`src/port_pkg.sv`:
```
// Constants shared by the port and pin-sharing logic
package port_pkg;
   localparam logic [3:0] ADDR_PORT_C     = 4'h0;
   localparam logic [3:0] ADDR_PORT_D     = 4'h1;
   localparam logic [3:0] ADDR_PUSH_PULL  = 4'h2;
   localparam logic [3:0] ADDR_DIRECTION  = 4'h3;
   localparam logic [3:0] ADDR_PULLUP     = 4'h4;
   localparam logic [3:0] ADDR_KEYON      = 4'h5;
   localparam logic [3:0] ADDR_FUNC_SEL   = 4'h6;
   localparam logic [3:0] ADDR_PIN_D      = 4'h7;
   localparam logic [3:0] ADDR_PORT_P2    = 4'h8;
   localparam logic [3:0] ADDR_PORT_P0    = 4'h9;
   localparam logic [3:0] ADDR_PORT_P1    = 4'hA;
   localparam logic [3:0] LATCH_RESET     = 4'hF;
   localparam logic [3:0] DIR_RESET       = 4'h0;
   localparam logic [3:0] PULLUP_RESET    = 4'h0;
   localparam logic [3:0] KEYON_RESET     = 4'h0;
   localparam logic [3:0] FUNC_RESET      = 4'h0;
   localparam logic [1:0] PIN_D_RESET     = 2'h3;
   localparam int         FSEL_TIMER_A    = 0;
   localparam int         FSEL_TIMER_B    = 1;
   localparam int         FSEL_SERIAL_CK  = 2;
   localparam int         FSEL_COMPARATOR = 3;
   localparam logic [3:0] SMALL_MASK_C    = 4'h3;
   localparam logic [3:0] FULL_MASK       = 4'hF;
   localparam logic [3:0] NO_MASK         = 4'h0;
endpackage

```
`src/sync_if.sv`:
```
// Interface carrying raw and synchronised pin levels
`timescale 1ns/1ps
`default_nettype none
interface sync_if;
   logic [24:0] raw;
   logic [24:0] synced;
   modport src (output raw, input synced);
   modport dst (input raw, output synced);
endinterface
`default_nettype wire

```
`src/port_pin_sharing_logic.sv`:
```
// Top of the port and pin-sharing logic
//
// What this block does
// - Open-drain bits read input when latch is one
// - Open-drain pins only pull low, never drive high
// - Port five direction bit: zero input, one push-pull
// - Timer pin A: timer two clock, timer one toggle
// - Timer pin B: timer four clock, timer three toggle
// - Interrupt pins raise requests and wake system
// - Port two bits share serial clock and data
// - Analog zero to three feed comparators when selected
// - Port D bits share analog channels four to seven
// - Shared pins keep digital input paths readable
// - Port five directions clear to input on reset
// - Open-drain latches reset released, pins high-impedance
// - Pull-up enable one; wake enable zero disables
// - Smaller variant drops ports and upper channels
// - Ports zero and one have wake and pull-up
`timescale 1ns/1ps
`default_nettype none
module port_pin_sharing_logic
   import port_pkg::*;
#(
   parameter bit SMALL_VARIANT = 1'b0
)
(
   input  wire logic       CLK_I,
   input  wire logic       NRST_I,
   input  wire logic [3:0] ADDR_I,
   input  wire logic [3:0] WDATA_I,
   input  wire logic       WR_I,
   input  wire logic       RD_I,
   output logic      [3:0] RDATA_O,
   input  wire logic [3:0] PORT_C_I,
   output logic      [3:0] PORT_C_O,
   output logic      [3:0] PORT_C_OE_O,
   input  wire logic [3:0] PORT_D_I,
   output logic      [3:0] PORT_D_O,
   output logic      [3:0] PORT_D_OE_O,
   input  wire logic [3:0] PUSH_PULL_I,
   output logic      [3:0] PUSH_PULL_O,
   output logic      [3:0] PUSH_PULL_OE_O,
   input  wire logic [1:0] PIN_D_I,
   output logic      [1:0] PIN_D_O,
   output logic      [1:0] PIN_D_OE_O,
   input  wire logic [2:0] PORT_P2_I,
   input  wire logic [3:0] PORT_P0_I,
   input  wire logic [3:0] PORT_P1_I,
   input  wire logic       TIMER1_TOGGLE_I,
   input  wire logic       TIMER3_TOGGLE_I,
   input  wire logic       SERIAL_CK_OUT_I,
   input  wire logic       SERIAL_CK_DIR_I,
   output logic            TIMER2_CLK_O,
   output logic            TIMER4_CLK_O,
   output logic            EXT_IRQ_A_O,
   output logic            EXT_IRQ_B_O,
   output logic            WAKE_O,
   output logic            SERIAL_CK_IN_O,
   output logic            SERIAL_IN_O,
   output logic      [7:0] ANALOG_CH_EN_O,
   output logic            COMPARATOR_EN_O,
   output logic      [3:0] PULLUP_ON_O
);
   logic [3:0] mask_c;
   logic [3:0] mask_d;
   logic [3:0] port_c_latch_q;
   logic [3:0] port_c_latch_d;
   logic [3:0] port_d_latch_q;
   logic [3:0] port_d_latch_d;
   logic [3:0] push_pull_latch_q;
   logic [3:0] push_pull_latch_d;
   logic [3:0] port5_direction_reg_q;
   logic [3:0] port5_direction_reg_d;
   logic [3:0] pullup_enable_reg_q;
   logic [3:0] pullup_enable_reg_d;
   logic [3:0] keyon_wake_enable_reg_q;
   logic [3:0] keyon_wake_enable_reg_d;
   logic [3:0] func_sel_q;
   logic [3:0] func_sel_d;
   logic [1:0] pin_d_latch_q;
   logic [1:0] pin_d_latch_d;
   logic [3:0] rdata_q;
   logic [3:0] rdata_d;
   logic [3:0] c_oe_q;
   logic [3:0] c_oe_d;
   logic [3:0] d_oe_q;
   logic [3:0] d_oe_d;
   logic [3:0] pp_oe_q;
   logic [3:0] pp_oe_d;
   logic [3:0] pp_o_q;
   logic [3:0] pp_o_d;
   logic [1:0] pd_oe_q;
   logic [1:0] pd_oe_d;
   logic       t2_q;
   logic       t2_d;
   logic       t4_q;
   logic       t4_d;
   logic       irqa_q;
   logic       irqa_d;
   logic       irqb_q;
   logic       irqb_d;
   logic       wake_q;
   logic       wake_d;
   logic       sck_q;
   logic       sck_d;
   logic       sin_q;
   logic       sin_d;
   logic       cmp_q;
   logic       cmp_d;
   logic [7:0] ach_q;
   logic [7:0] ach_d;
   logic [3:0] pu_q;
   logic [3:0] pu_d;
   logic [3:0] c_s;
   logic [3:0] d_s;
   logic [3:0] pp_s;
   logic [3:0] p0_s;
   logic [3:0] p1_s;
   logic [1:0] pd_s;
   logic [2:0] p2_s;
   logic [7:0] key_low;
   logic [3:0] pair_low;

   sync_if sif ();

   // Every pin level is synchronised before use
   assign sif.raw = {PORT_C_I, PORT_D_I, PUSH_PULL_I, PIN_D_I, PORT_P2_I, PORT_P0_I, PORT_P1_I};
   assign {c_s, d_s, pp_s, pd_s, p2_s, p0_s, p1_s} = sif.synced;

   pin_sync u_sync
   (
      .CLK_I  (CLK_I),
      .NRST_I (NRST_I),
      .s      (sif.dst)
   );

   // Absent bits on the smaller part stay released and read zero
   assign mask_c = SMALL_VARIANT ? SMALL_MASK_C : FULL_MASK;
   assign mask_d = SMALL_VARIANT ? NO_MASK : FULL_MASK;

   always_comb
   begin
      port_c_latch_d          = port_c_latch_q;
      port_d_latch_d          = port_d_latch_q;
      push_pull_latch_d       = push_pull_latch_q;
      port5_direction_reg_d   = port5_direction_reg_q;
      pullup_enable_reg_d     = pullup_enable_reg_q;
      keyon_wake_enable_reg_d = keyon_wake_enable_reg_q;
      func_sel_d              = func_sel_q;
      pin_d_latch_d           = pin_d_latch_q;
      if (WR_I)
      begin
         if (ADDR_I == ADDR_PORT_C)
            port_c_latch_d = WDATA_I | ~mask_c;
         else if (ADDR_I == ADDR_PORT_D)
            port_d_latch_d = WDATA_I | ~mask_d;
         else if (ADDR_I == ADDR_PUSH_PULL)
            push_pull_latch_d = WDATA_I & mask_d;
         else if (ADDR_I == ADDR_DIRECTION)
            port5_direction_reg_d = WDATA_I & mask_d;
         else if (ADDR_I == ADDR_PULLUP)
            pullup_enable_reg_d = WDATA_I;
         else if (ADDR_I == ADDR_KEYON)
            keyon_wake_enable_reg_d = WDATA_I;
         else if (ADDR_I == ADDR_FUNC_SEL)
            func_sel_d = WDATA_I;
         else if (ADDR_I == ADDR_PIN_D)
            pin_d_latch_d = WDATA_I[1:0];
      end
   end

   // Port reads show pin levels, so a released pin shows the board level
   always_comb
   begin
      rdata_d = 4'h0;
      if (RD_I)
      begin
         if (ADDR_I == ADDR_PORT_C)
            rdata_d = c_s & mask_c;
         else if (ADDR_I == ADDR_PORT_D)
            rdata_d = d_s & mask_d;
         else if (ADDR_I == ADDR_PUSH_PULL)
            rdata_d = pp_s & mask_d;
         else if (ADDR_I == ADDR_DIRECTION)
            rdata_d = port5_direction_reg_q;
         else if (ADDR_I == ADDR_PULLUP)
            rdata_d = pullup_enable_reg_q;
         else if (ADDR_I == ADDR_KEYON)
            rdata_d = keyon_wake_enable_reg_q;
         else if (ADDR_I == ADDR_FUNC_SEL)
            rdata_d = func_sel_q;
         else if (ADDR_I == ADDR_PIN_D)
            rdata_d = {2'h0, pd_s};
         else if (ADDR_I == ADDR_PORT_P2)
            rdata_d = {1'b0, p2_s};
         else if (ADDR_I == ADDR_PORT_P0)
            rdata_d = p0_s;
         else if (ADDR_I == ADDR_PORT_P1)
            rdata_d = p1_s;
      end
   end

   // Pin drivers and function routing
   always_comb
   begin
      // Latch zero pulls low; a one only releases the pin
      c_oe_d  = ~port_c_latch_q & mask_c;
      d_oe_d  = ~port_d_latch_q & mask_d;
      pd_oe_d = ~pin_d_latch_q;
      if (func_sel_q[FSEL_TIMER_A] && TIMER1_TOGGLE_I)
         pd_oe_d[0] = 1'b0;
      else if (func_sel_q[FSEL_TIMER_A] && !TIMER1_TOGGLE_I)
         pd_oe_d[0] = 1'b1;
      if (func_sel_q[FSEL_TIMER_B] && TIMER3_TOGGLE_I)
         pd_oe_d[1] = 1'b0;
      else if (func_sel_q[FSEL_TIMER_B] && !TIMER3_TOGGLE_I)
         pd_oe_d[1] = 1'b1;
      pp_oe_d = port5_direction_reg_q & mask_d;
      pp_o_d  = push_pull_latch_q & mask_d;
      t2_d    = pd_s[0];
      t4_d    = pd_s[1];
      irqa_d  = c_s[0];
      irqb_d  = c_s[1];
      sck_d   = SERIAL_CK_DIR_I ? SERIAL_CK_OUT_I : p2_s[0];
      sin_d   = p2_s[2];
      cmp_d   = func_sel_q[FSEL_COMPARATOR];
      ach_d   = {mask_d, cmp_d ? 4'h0 : 4'hF};
      // One control bit per pin pair
      for (int i = 0; i < 4; i++)
      begin
         key_low[2*i]   = ~p0_s[i];
         key_low[2*i+1] = ~p1_s[i];
      end
      for (int k = 0; k < 4; k++)
      begin
         pair_low[k] = (key_low[2*k] | key_low[2*k+1]) & keyon_wake_enable_reg_q[k];
      end
      pu_d   = pullup_enable_reg_q;
      // Wake on low pin level; software restores latches after wake
      wake_d = (|pair_low) | ~c_s[0] | ~c_s[1];
   end

   always_ff @(posedge CLK_I or negedge NRST_I)
   begin
      if (!NRST_I)
      begin
         port_c_latch_q          <= LATCH_RESET;
         port_d_latch_q          <= LATCH_RESET;
         push_pull_latch_q       <= DIR_RESET;
         port5_direction_reg_q   <= DIR_RESET;
         pullup_enable_reg_q     <= PULLUP_RESET;
         keyon_wake_enable_reg_q <= KEYON_RESET;
         func_sel_q              <= FUNC_RESET;
         pin_d_latch_q           <= PIN_D_RESET;
         rdata_q                 <= 4'h0;
         c_oe_q  <= 4'h0;
         d_oe_q  <= 4'h0;
         pd_oe_q <= 2'h0;
         pp_oe_q <= 4'h0;
         pp_o_q  <= 4'h0;
         t2_q    <= 1'b0;
         t4_q    <= 1'b0;
         irqa_q  <= 1'b0;
         irqb_q  <= 1'b0;
         wake_q  <= 1'b0;
         sck_q   <= 1'b0;
         sin_q   <= 1'b0;
         cmp_q   <= 1'b0;
         ach_q   <= 8'h00;
         pu_q    <= 4'h0;
      end
      else
      begin
         port_c_latch_q          <= port_c_latch_d;
         port_d_latch_q          <= port_d_latch_d;
         push_pull_latch_q       <= push_pull_latch_d;
         port5_direction_reg_q   <= port5_direction_reg_d;
         pullup_enable_reg_q     <= pullup_enable_reg_d;
         keyon_wake_enable_reg_q <= keyon_wake_enable_reg_d;
         func_sel_q              <= func_sel_d;
         pin_d_latch_q           <= pin_d_latch_d;
         rdata_q                 <= rdata_d;
         c_oe_q  <= c_oe_d;
         d_oe_q  <= d_oe_d;
         pd_oe_q <= pd_oe_d;
         pp_oe_q <= pp_oe_d;
         pp_o_q  <= pp_o_d;
         t2_q    <= t2_d;
         t4_q    <= t4_d;
         irqa_q  <= irqa_d;
         irqb_q  <= irqb_d;
         wake_q  <= wake_d;
         sck_q   <= sck_d;
         sin_q   <= sin_d;
         cmp_q   <= cmp_d;
         ach_q   <= ach_d;
         pu_q    <= pu_d;
      end
   end

   assign RDATA_O         = rdata_q;
   assign PORT_C_O        = 4'h0;
   assign PORT_C_OE_O     = c_oe_q;
   assign PORT_D_O        = 4'h0;
   assign PORT_D_OE_O     = d_oe_q;
   assign PIN_D_O         = 2'h0;
   assign PIN_D_OE_O      = pd_oe_q;
   assign PUSH_PULL_O     = pp_o_q;
   assign PUSH_PULL_OE_O  = pp_oe_q;
   assign TIMER2_CLK_O    = t2_q;
   assign TIMER4_CLK_O    = t4_q;
   assign EXT_IRQ_A_O     = irqa_q;
   assign EXT_IRQ_B_O     = irqb_q;
   assign WAKE_O          = wake_q;
   assign SERIAL_CK_IN_O  = sck_q;
   assign SERIAL_IN_O     = sin_q;
   assign ANALOG_CH_EN_O  = ach_q;
   assign COMPARATOR_EN_O = cmp_q;
   assign PULLUP_ON_O     = pu_q;
endmodule
`default_nettype wire

```
`src/pin_sync.sv`:
```
// Two-flop synchroniser for the pin inputs
`timescale 1ns/1ps
`default_nettype none
module pin_sync
(
   input  wire logic CLK_I,
   input  wire logic NRST_I,
   sync_if.dst       s
);
   logic [24:0] meta_q;
   logic [24:0] meta_d;
   logic [24:0] sync_q;
   logic [24:0] sync_d;

   always_comb
   begin
      meta_d = s.raw;
      sync_d = meta_q;
   end

   always_ff @(posedge CLK_I or negedge NRST_I)
   begin
      if (!NRST_I)
      begin
         // Pulled-up idle level, so no false wake right after reset
         meta_q <= 25'h1FFFFFF;
         sync_q <= 25'h1FFFFFF;
      end
      else
      begin
         meta_q <= meta_d;
         sync_q <= sync_d;
      end
   end

   assign s.synced = sync_q;
endmodule
`default_nettype wire

```
`config.mk`:
```
export PLATFORM = sky130hd
export DESIGN_NAME = port_pin_sharing_logic
export DESIGN_NICKNAME = d
export VERILOG_FILES = /design/src/port_pkg.sv /design/src/sync_if.sv /design/src/port_pin_sharing_logic.sv /design/src/pin_sync.sv
export SDC_FILE = /design/constraint.sdc
export NUM_CORES = 1
export LEC_CHECK = 0
export BUFFER_PORTS_ARGS = -buffer_cell sky130_fd_sc_hd__buf_2
export CAP_MARGIN = 20
export CORE_MARGIN = 8
export CORE_UTILIZATION = 57
export CTS_CLUSTER_DIAMETER = 60
export CTS_CLUSTER_SIZE = 40
export DETAILED_ROUTE_END_ITERATION = 10
export PLACE_DENSITY_LB_ADDON = 0.08
export SETUP_SLACK_MARGIN = 0.5
export SLEW_MARGIN = 20
export SYNTH_ARGS = -nofsm -noshare
export SYNTH_HDL_FRONTEND = slang
export SYNTH_SLANG_ARGS = --single-unit
```
`constraint.sdc`:
```
create_clock -name CLK_I -period 2.2 [get_ports CLK_I]
set_input_delay 0.22 -clock CLK_I [delete_from_list [all_inputs] [get_ports CLK_I]]
set_output_delay 0.22 -clock CLK_I [all_outputs]
set_load 0.005 [all_outputs]
```
# Word level (Yosys, flattened, before mapping)
# Index checks and enable logic that the tools add are counted.
[op_classes]
mux = 18
n_eq_ne = 10
reduce_logical = 16
n_bitwise = 30
[ops]
columns = ["op", "n"]
rows = [
  ["two-way mux 4 bit", 13],
  ["inverter 1 bit", 17],
  ["== test 4 x 3 -> 1 bit (second input constant)", 4],
  ["== test 4 bit (second input constant)", 3],
  ["AND reduction 9 bit", 1],
  ["== test 4 x 2 -> 1 bit (second input constant)", 2],
  ["inverter 4 bit", 2],
  ["AND reduction 8 bit", 1],
  ["AND reduction 7 bit", 1],
  ["bitwise OR 1 bit", 6],
  ["AND reduction 6 bit", 1],
  ["two-way mux 1 bit", 5],
  ["AND reduction 5 bit", 1],
  ["AND 1 bit", 4],
  ["== test 4 x 1 -> 1 bit (second input constant)", 1],
  ["logical AND 1 bit", 4],
  ["logical NOT 4 bit", 1],
  ["AND reduction 4 bit", 1],
  ["OR reduction 4 bit", 1],
  ["AND reduction 3 bit", 1],
  ["logical NOT 1 bit", 2],
  ["inverter 2 bit", 1],
  ["AND reduction 2 bit", 1],
]
[totals]
regBits = 119
word_cells = 100
out_inout_bits = 52
in_bits = 41

# Longest topological paths before layout
[logic_depth]
word_depth = 13
mapped_depth = 6
mapped_depth_nobuf = 4

# By module
# A second synthesis with hierarchy kept.
[hier_totals]
cells_unflattened = 273
area_unflattened_um2 = 4201.5
[modules_own_cells]
columns = ["module", "area_per_inst_um2", "n_inst", "cells_per_inst", "seq_area_each_um2"]
rows = [
  ["port_pin_sharing_logic", 2887.8, 1, 223, 1664.1],
  ["pin_sync", 1313.8, 1, 50, 1313.8],
]

# Worst setup path before layout
# Ideal clock, no wire load.
[synth_path]
path_kind = "input to register"
startpoint = "input port ADDR_I[3]"
endpoint = "register port5_direction_reg_q[0]"
path_slack_ns = 0.852
n_path_buf = 1
setup_time_ns = 0.125
path_stages = 5
arrival_time_ns = 1.224
cell_sequence = "buf_4 nor2_1 and2_1 and2b_1 mux2_2"
[synth_via]
elab_chain_cells = 3
word_cells_on_any_way = 8
classes_between = "eq/ne: 3; bitwise: 3; reduce/logical: 2"
[synth_lines]
columns = ["item", "line_no", "rtl"]
rows = [
  ["from (decl)", "port_pin_sharing_logic.sv:29", "input wire logic [3:0] ADDR_I,"],
  ["== test 4 x 2 -> 1 bit, or another cell as far along", "port_pin_sharing_logic.sv:157", "else if (ADDR_I == ADDR_PUSH_PULL)"],
  ["inverter 1 bit (no source line)", "-", ""],
  ["AND reduction 5 bit (no source line) (*)", "-", ""],
  ["to (signal assigned)", "port_pin_sharing_logic.sv:277", "port5_direction_reg_q <= port5_direction_reg_d;"],
  ["to (decl)", "port_pin_sharing_logic.sv:72", "logic [3:0] port5_direction_reg_q;"],
]
# Every way passes the cells marked *; elsewhere a longest branch is shown, timed or not.
# A chain may end at the register's enable or synchronous reset.

# Worst setup path in the final report
[layout_path]
startpoint = "register u_sync.sync_q[12] (netlist: u_sync.s.synced[12])"
endpoint = "register rdata_q[1] (netlist: RDATA_O[1])"
[layout_via]
elab_chain_cells = 9
[layout_lines]
columns = ["item", "line_no", "rtl"]
rows = [
  ["from (decl)", "pin_sync.sv:12", "logic [24:0] sync_q;"],
  ["from (signal assigned)", "pin_sync.sv:32", "sync_q <= sync_d;"],
  ["two-way mux 4 bit", "port_pin_sharing_logic.sv:192", "else if (ADDR_I == ADDR_PIN_D)"],
  ["two-way mux 4 bit", "port_pin_sharing_logic.sv:190", "else if (ADDR_I == ADDR_FUNC_SEL)"],
  ["two-way mux 4 bit", "port_pin_sharing_logic.sv:188", "else if (ADDR_I == ADDR_KEYON)"],
  ["two-way mux 4 bit", "port_pin_sharing_logic.sv:186", "else if (ADDR_I == ADDR_PULLUP)"],
  ["two-way mux 4 bit", "port_pin_sharing_logic.sv:184", "else if (ADDR_I == ADDR_DIRECTION)"],
  ["two-way mux 4 bit", "port_pin_sharing_logic.sv:182", "else if (ADDR_I == ADDR_PUSH_PULL)"],
  ["two-way mux 4 bit", "port_pin_sharing_logic.sv:180", "else if (ADDR_I == ADDR_PORT_D)"],
  ["two-way mux 4 bit", "port_pin_sharing_logic.sv:178", "if (ADDR_I == ADDR_PORT_C)"],
  ["two-way mux 4 bit", "port_pin_sharing_logic.sv:176", "if (RD_I)"],
  ["via rdata_d[1]", "port_pin_sharing_logic.sv:83", "logic [3:0] rdata_d;"],
  ["to (signal assigned)", "port_pin_sharing_logic.sv:282", "rdata_q <= rdata_d;"],
  ["to (decl)", "port_pin_sharing_logic.sv:82", "logic [3:0] rdata_q;"],
]
# The timed path passes the listed nets, and every way through them passes these cells.

==> impl_metrics.yaml <==
run_status:
  run_status: "finished clean"
cts:
  worstSkewPairLatency_ns: 0.50
  post_cts_buffers: 0
  cts-root-buf: "clkbuf_8"
  cts_sinks: 116
  cts_resized: 0
  h-tree-depth: 4
  clk_pin_slew_ns: 0.06
  cts_buffers: 17
  clockBufferDepth: 2
  tritoncts: "done"
  cts_hold_buf: 31
hold_path:
  worstHoldStart: "WDATA_I[2]"
  hold_path.class: "in2reg"
sta:
  drv_slew: 0
  setup_viol: 0
  max_freq_ghz: 0.708
  fin_crit_sh_pct: 64.2
  finClkSkew_ns: 0.00624
  hold_viol: 0
  grt_setup_unrepaired: "no"
  period_minus_slack_ns: 1.41
  setup_tns_ns: 0
power_and_ir_drop:
  p_leak_nw: 2.50
  pwr-share-seq_pct: 43.6
  comb_power_share_pct: 9.6
  power_density_nw_per_um2: 1100
  power_frac_clock_pct: 46.7
  p_int_w: 0.00471
  vdd_drop_max_v: 0.000674
  p_switching_w: 0.00137
  p_sw_share_pct: 22.5
placement:
  gp_congestion: 0.843
  place_inst: 441
  port_buffers: 82
  place_hpwl_mm: 5.66
route:
  antenna_left: 0
  wirelength_mm: 8.87
  routedWlPerCell_um: 17.6
  first_pass_iters: 4
  vias_per_cell: 4.92
  vias: 2480
  initialDrtViolationCount: 70
  drt_drc_violations_left: 0
logic_synthesis:
  yosysUniqueCellTypes: 38
  synth-seq-cells: 116
  synth.avg_cell_area_sq_um: 15.2
  syn_inst: 273
  ys_warn_count: 0
  synthesis.area_sq_um: 4150
  ys_seq_area_share_pct: 71.7
global_routing:
  met3_usage_pct: 5.91
  grtUsageMet2_pct: 31.2
  grt_overflow: 0
  grt_max_degree: 58
  grtUsageMet1_pct: 22.0
  grt_pass1_wl_mm: 14.4
  antenna_found_initial: 0
  track_usage_pct: 18.8
  grt.busiest_layer: "met2"
  grt_pass1_vias: 2742
critical_path:
  arrival_ns: 1.81
  cp_max_fo: 2
  r2r_start: "u_sync.s.synced[12]$_DFF_PN1_"
  crit_path_cell_trace: "mux2i_1 > a2111oi_2 > a221oi_1 > a311oi_2"
  critPathCaptureType: "flip-flop"
  required_ns: 2.59
  cpMaxStageDelayCell: "dfstp_2"
  crit_start: "u_sync.s.synced[12]$_DFF_PN1_"
  cp_slowest_stage_delay_ns: 0.54
  r2r_setup_slack_ns: 0.79
  worstSetupStartpointType: "flip-flop"
  path_class: "reg2reg"
floorplanning:
  coreArea_sq_um: 7140
  die_area_sq_um: 10300
  row_count: 31
  initial_core_util_pct: 58.2
  die_x_um: 101
  ios: 93
  chipHeight_um: 101
final_layout:
  nFillCells: 455
  drive_gt1_share_pct: 52.8
  nNetsFinal: 433
  antennaDiodeCount: 0
  areaGrowthSynthToFinish_pct: 32.8
  final_cells: 504
run:
  cap_violations: 0
## worst max-delay path, delay by kind of cell, from the launching register on
family | cells | cell delay, ns
AO/OA/AOI/OAI | 3 | 0.66
flip-flops | 1 | 0.54
multiplexers | 1 | 0.11
## synthesized netlist by cell type (all sizes together)
library cell	n	area [sq um]
a2111oi	3	38.8
a211oi	1	12.5
a21oi	4	20.0
a221oi	3	32.5
a222oi	1	10.0
a22o	2	17.5
a311oi	1	15.0
a32o	1	10.0
a32oi	1	8.76
and2	2	12.5
and2b	2	15.0
and3	2	12.5
buf	24	169
conb	2	7.51
dfrtp	56	1400
dfstp	60	1580
inv	13	48.8
mux2	35	394
mux2i	7	70.1
nand2	15	56.3
nand2b	3	18.8
nand3	1	5.00
nand4	1	6.26
nor2	9	33.8
nor2b	7	43.8
nor3b	3	22.5
o2111ai	1	8.76
o211ai	2	15.0
o21ai	5	25.0
o221ai	1	8.76
o22ai	3	18.8
o2bb2ai	1	8.76
o32a	1	10.0
## power by group through the flow
stage                     Clock (W)  Sequential, W  Combinational [W]
after global placement            0        0.00267           0.000530
after global routing        0.00299        0.00269           0.000647
after detailed placement          0        0.00268           0.000545
after floorplan                   0        0.00265           0.000291
final                       0.00284        0.00265           0.000586
after CTS                   0.00288        0.00265           0.000596
## layout by cell type, fill, tap and decap left out, drive strengths merged, types with 2 or more instances in the layout
cell type and n:
a2111oi 3, a21oi 4, a221oi 3, a22o 2, and2 2, and2b 2, and3 2, buf 84
bufinv 4, clkbuf 20, clkinv 5, clkinvlp 3, conb 11, dfrtp 56, dfstp 60, dlygate4sd3 31
inv 13, mux2 35, mux2i 7, nand2 15, nand2b 3, nor2 9, nor2b 7, nor3b 3
o211ai 2, o21ai 5, o22ai 3
## layer usage
metal / share of wire (%) / wire length (um) / vias up
met5: 0 / 0 / -
met4: 1.5 / 129 / 0
met3: 5.9 / 520 / 11
met2: 51 / 4560 / 73
met1: 41 / 3650 / 1247
li1: - / - / 1149
## path summary, 6_finish.rpt
kind | end | cells after the start
worst max-delay path | RDATA_O[1]$_DFF_PN0_ | 4
worst min-delay path | port_d_latch_q[2]$_DFFE_PN1P_ | 2
worst max register to register | RDATA_O[1]$_DFF_PN0_ | 4
worst min register to register | u_sync.s.synced[3]$_DFF_PN1_ | 0
max in group asynchronous | u_sync.s.synced[22]$_DFF_PN1_ | 3
min in group asynchronous | PORT_D_OE_O[1]$_DFF_PN0_ | 2
## cell families (layout without fill, tap and decap cells)
| group | Yosys count | after routing | synth area share (%) |
|---|---|---|---|
| buffers and inverters | 37 | 160 | 5.24 |
| DFF | 116 | 116 | 71.7 |
| muxes | 42 | 42 | 11.2 |
| AOI/OAI and AO/OA | 31 | 31 | 6.27 |
| and+or+nand+nor | 45 | 45 | 5.45 |
| other | 2 | 11 | 0.181 |
## cell type report
class / instances / area, sq um / share of cell area (%)
multi-input cells: 129 / 992 / 18.0
repair buffers: 115 / 751 / 13.6
well taps: 99 / 124 / 2.24
clock buffers: 20 / 445 / 8.07
inverters: 13 / 48.8 / 0.884
flip-flops and latches: 116 / 2980 / 54.0
clock inverters: 12 / 179 / 3.24
## through the flow
step	area, sq um	setup slack (ns)	util, %	power (W)	hold WS, ns
CTS	5520	0.782	77.3	0.00613	0.0624
global route	5520	0.760	77.3	0.00632	0.0710
global placement	4580	0.494	64.2	0.00320	0.208
detailed placement	4580	0.433	64.2	0.00323	0.207
floorplan	4190	0.852	-	0.00294	-0.0756
finish	5520	0.787	77.3	0.00608	0.0710
Power figures use the tool's default switching activity.
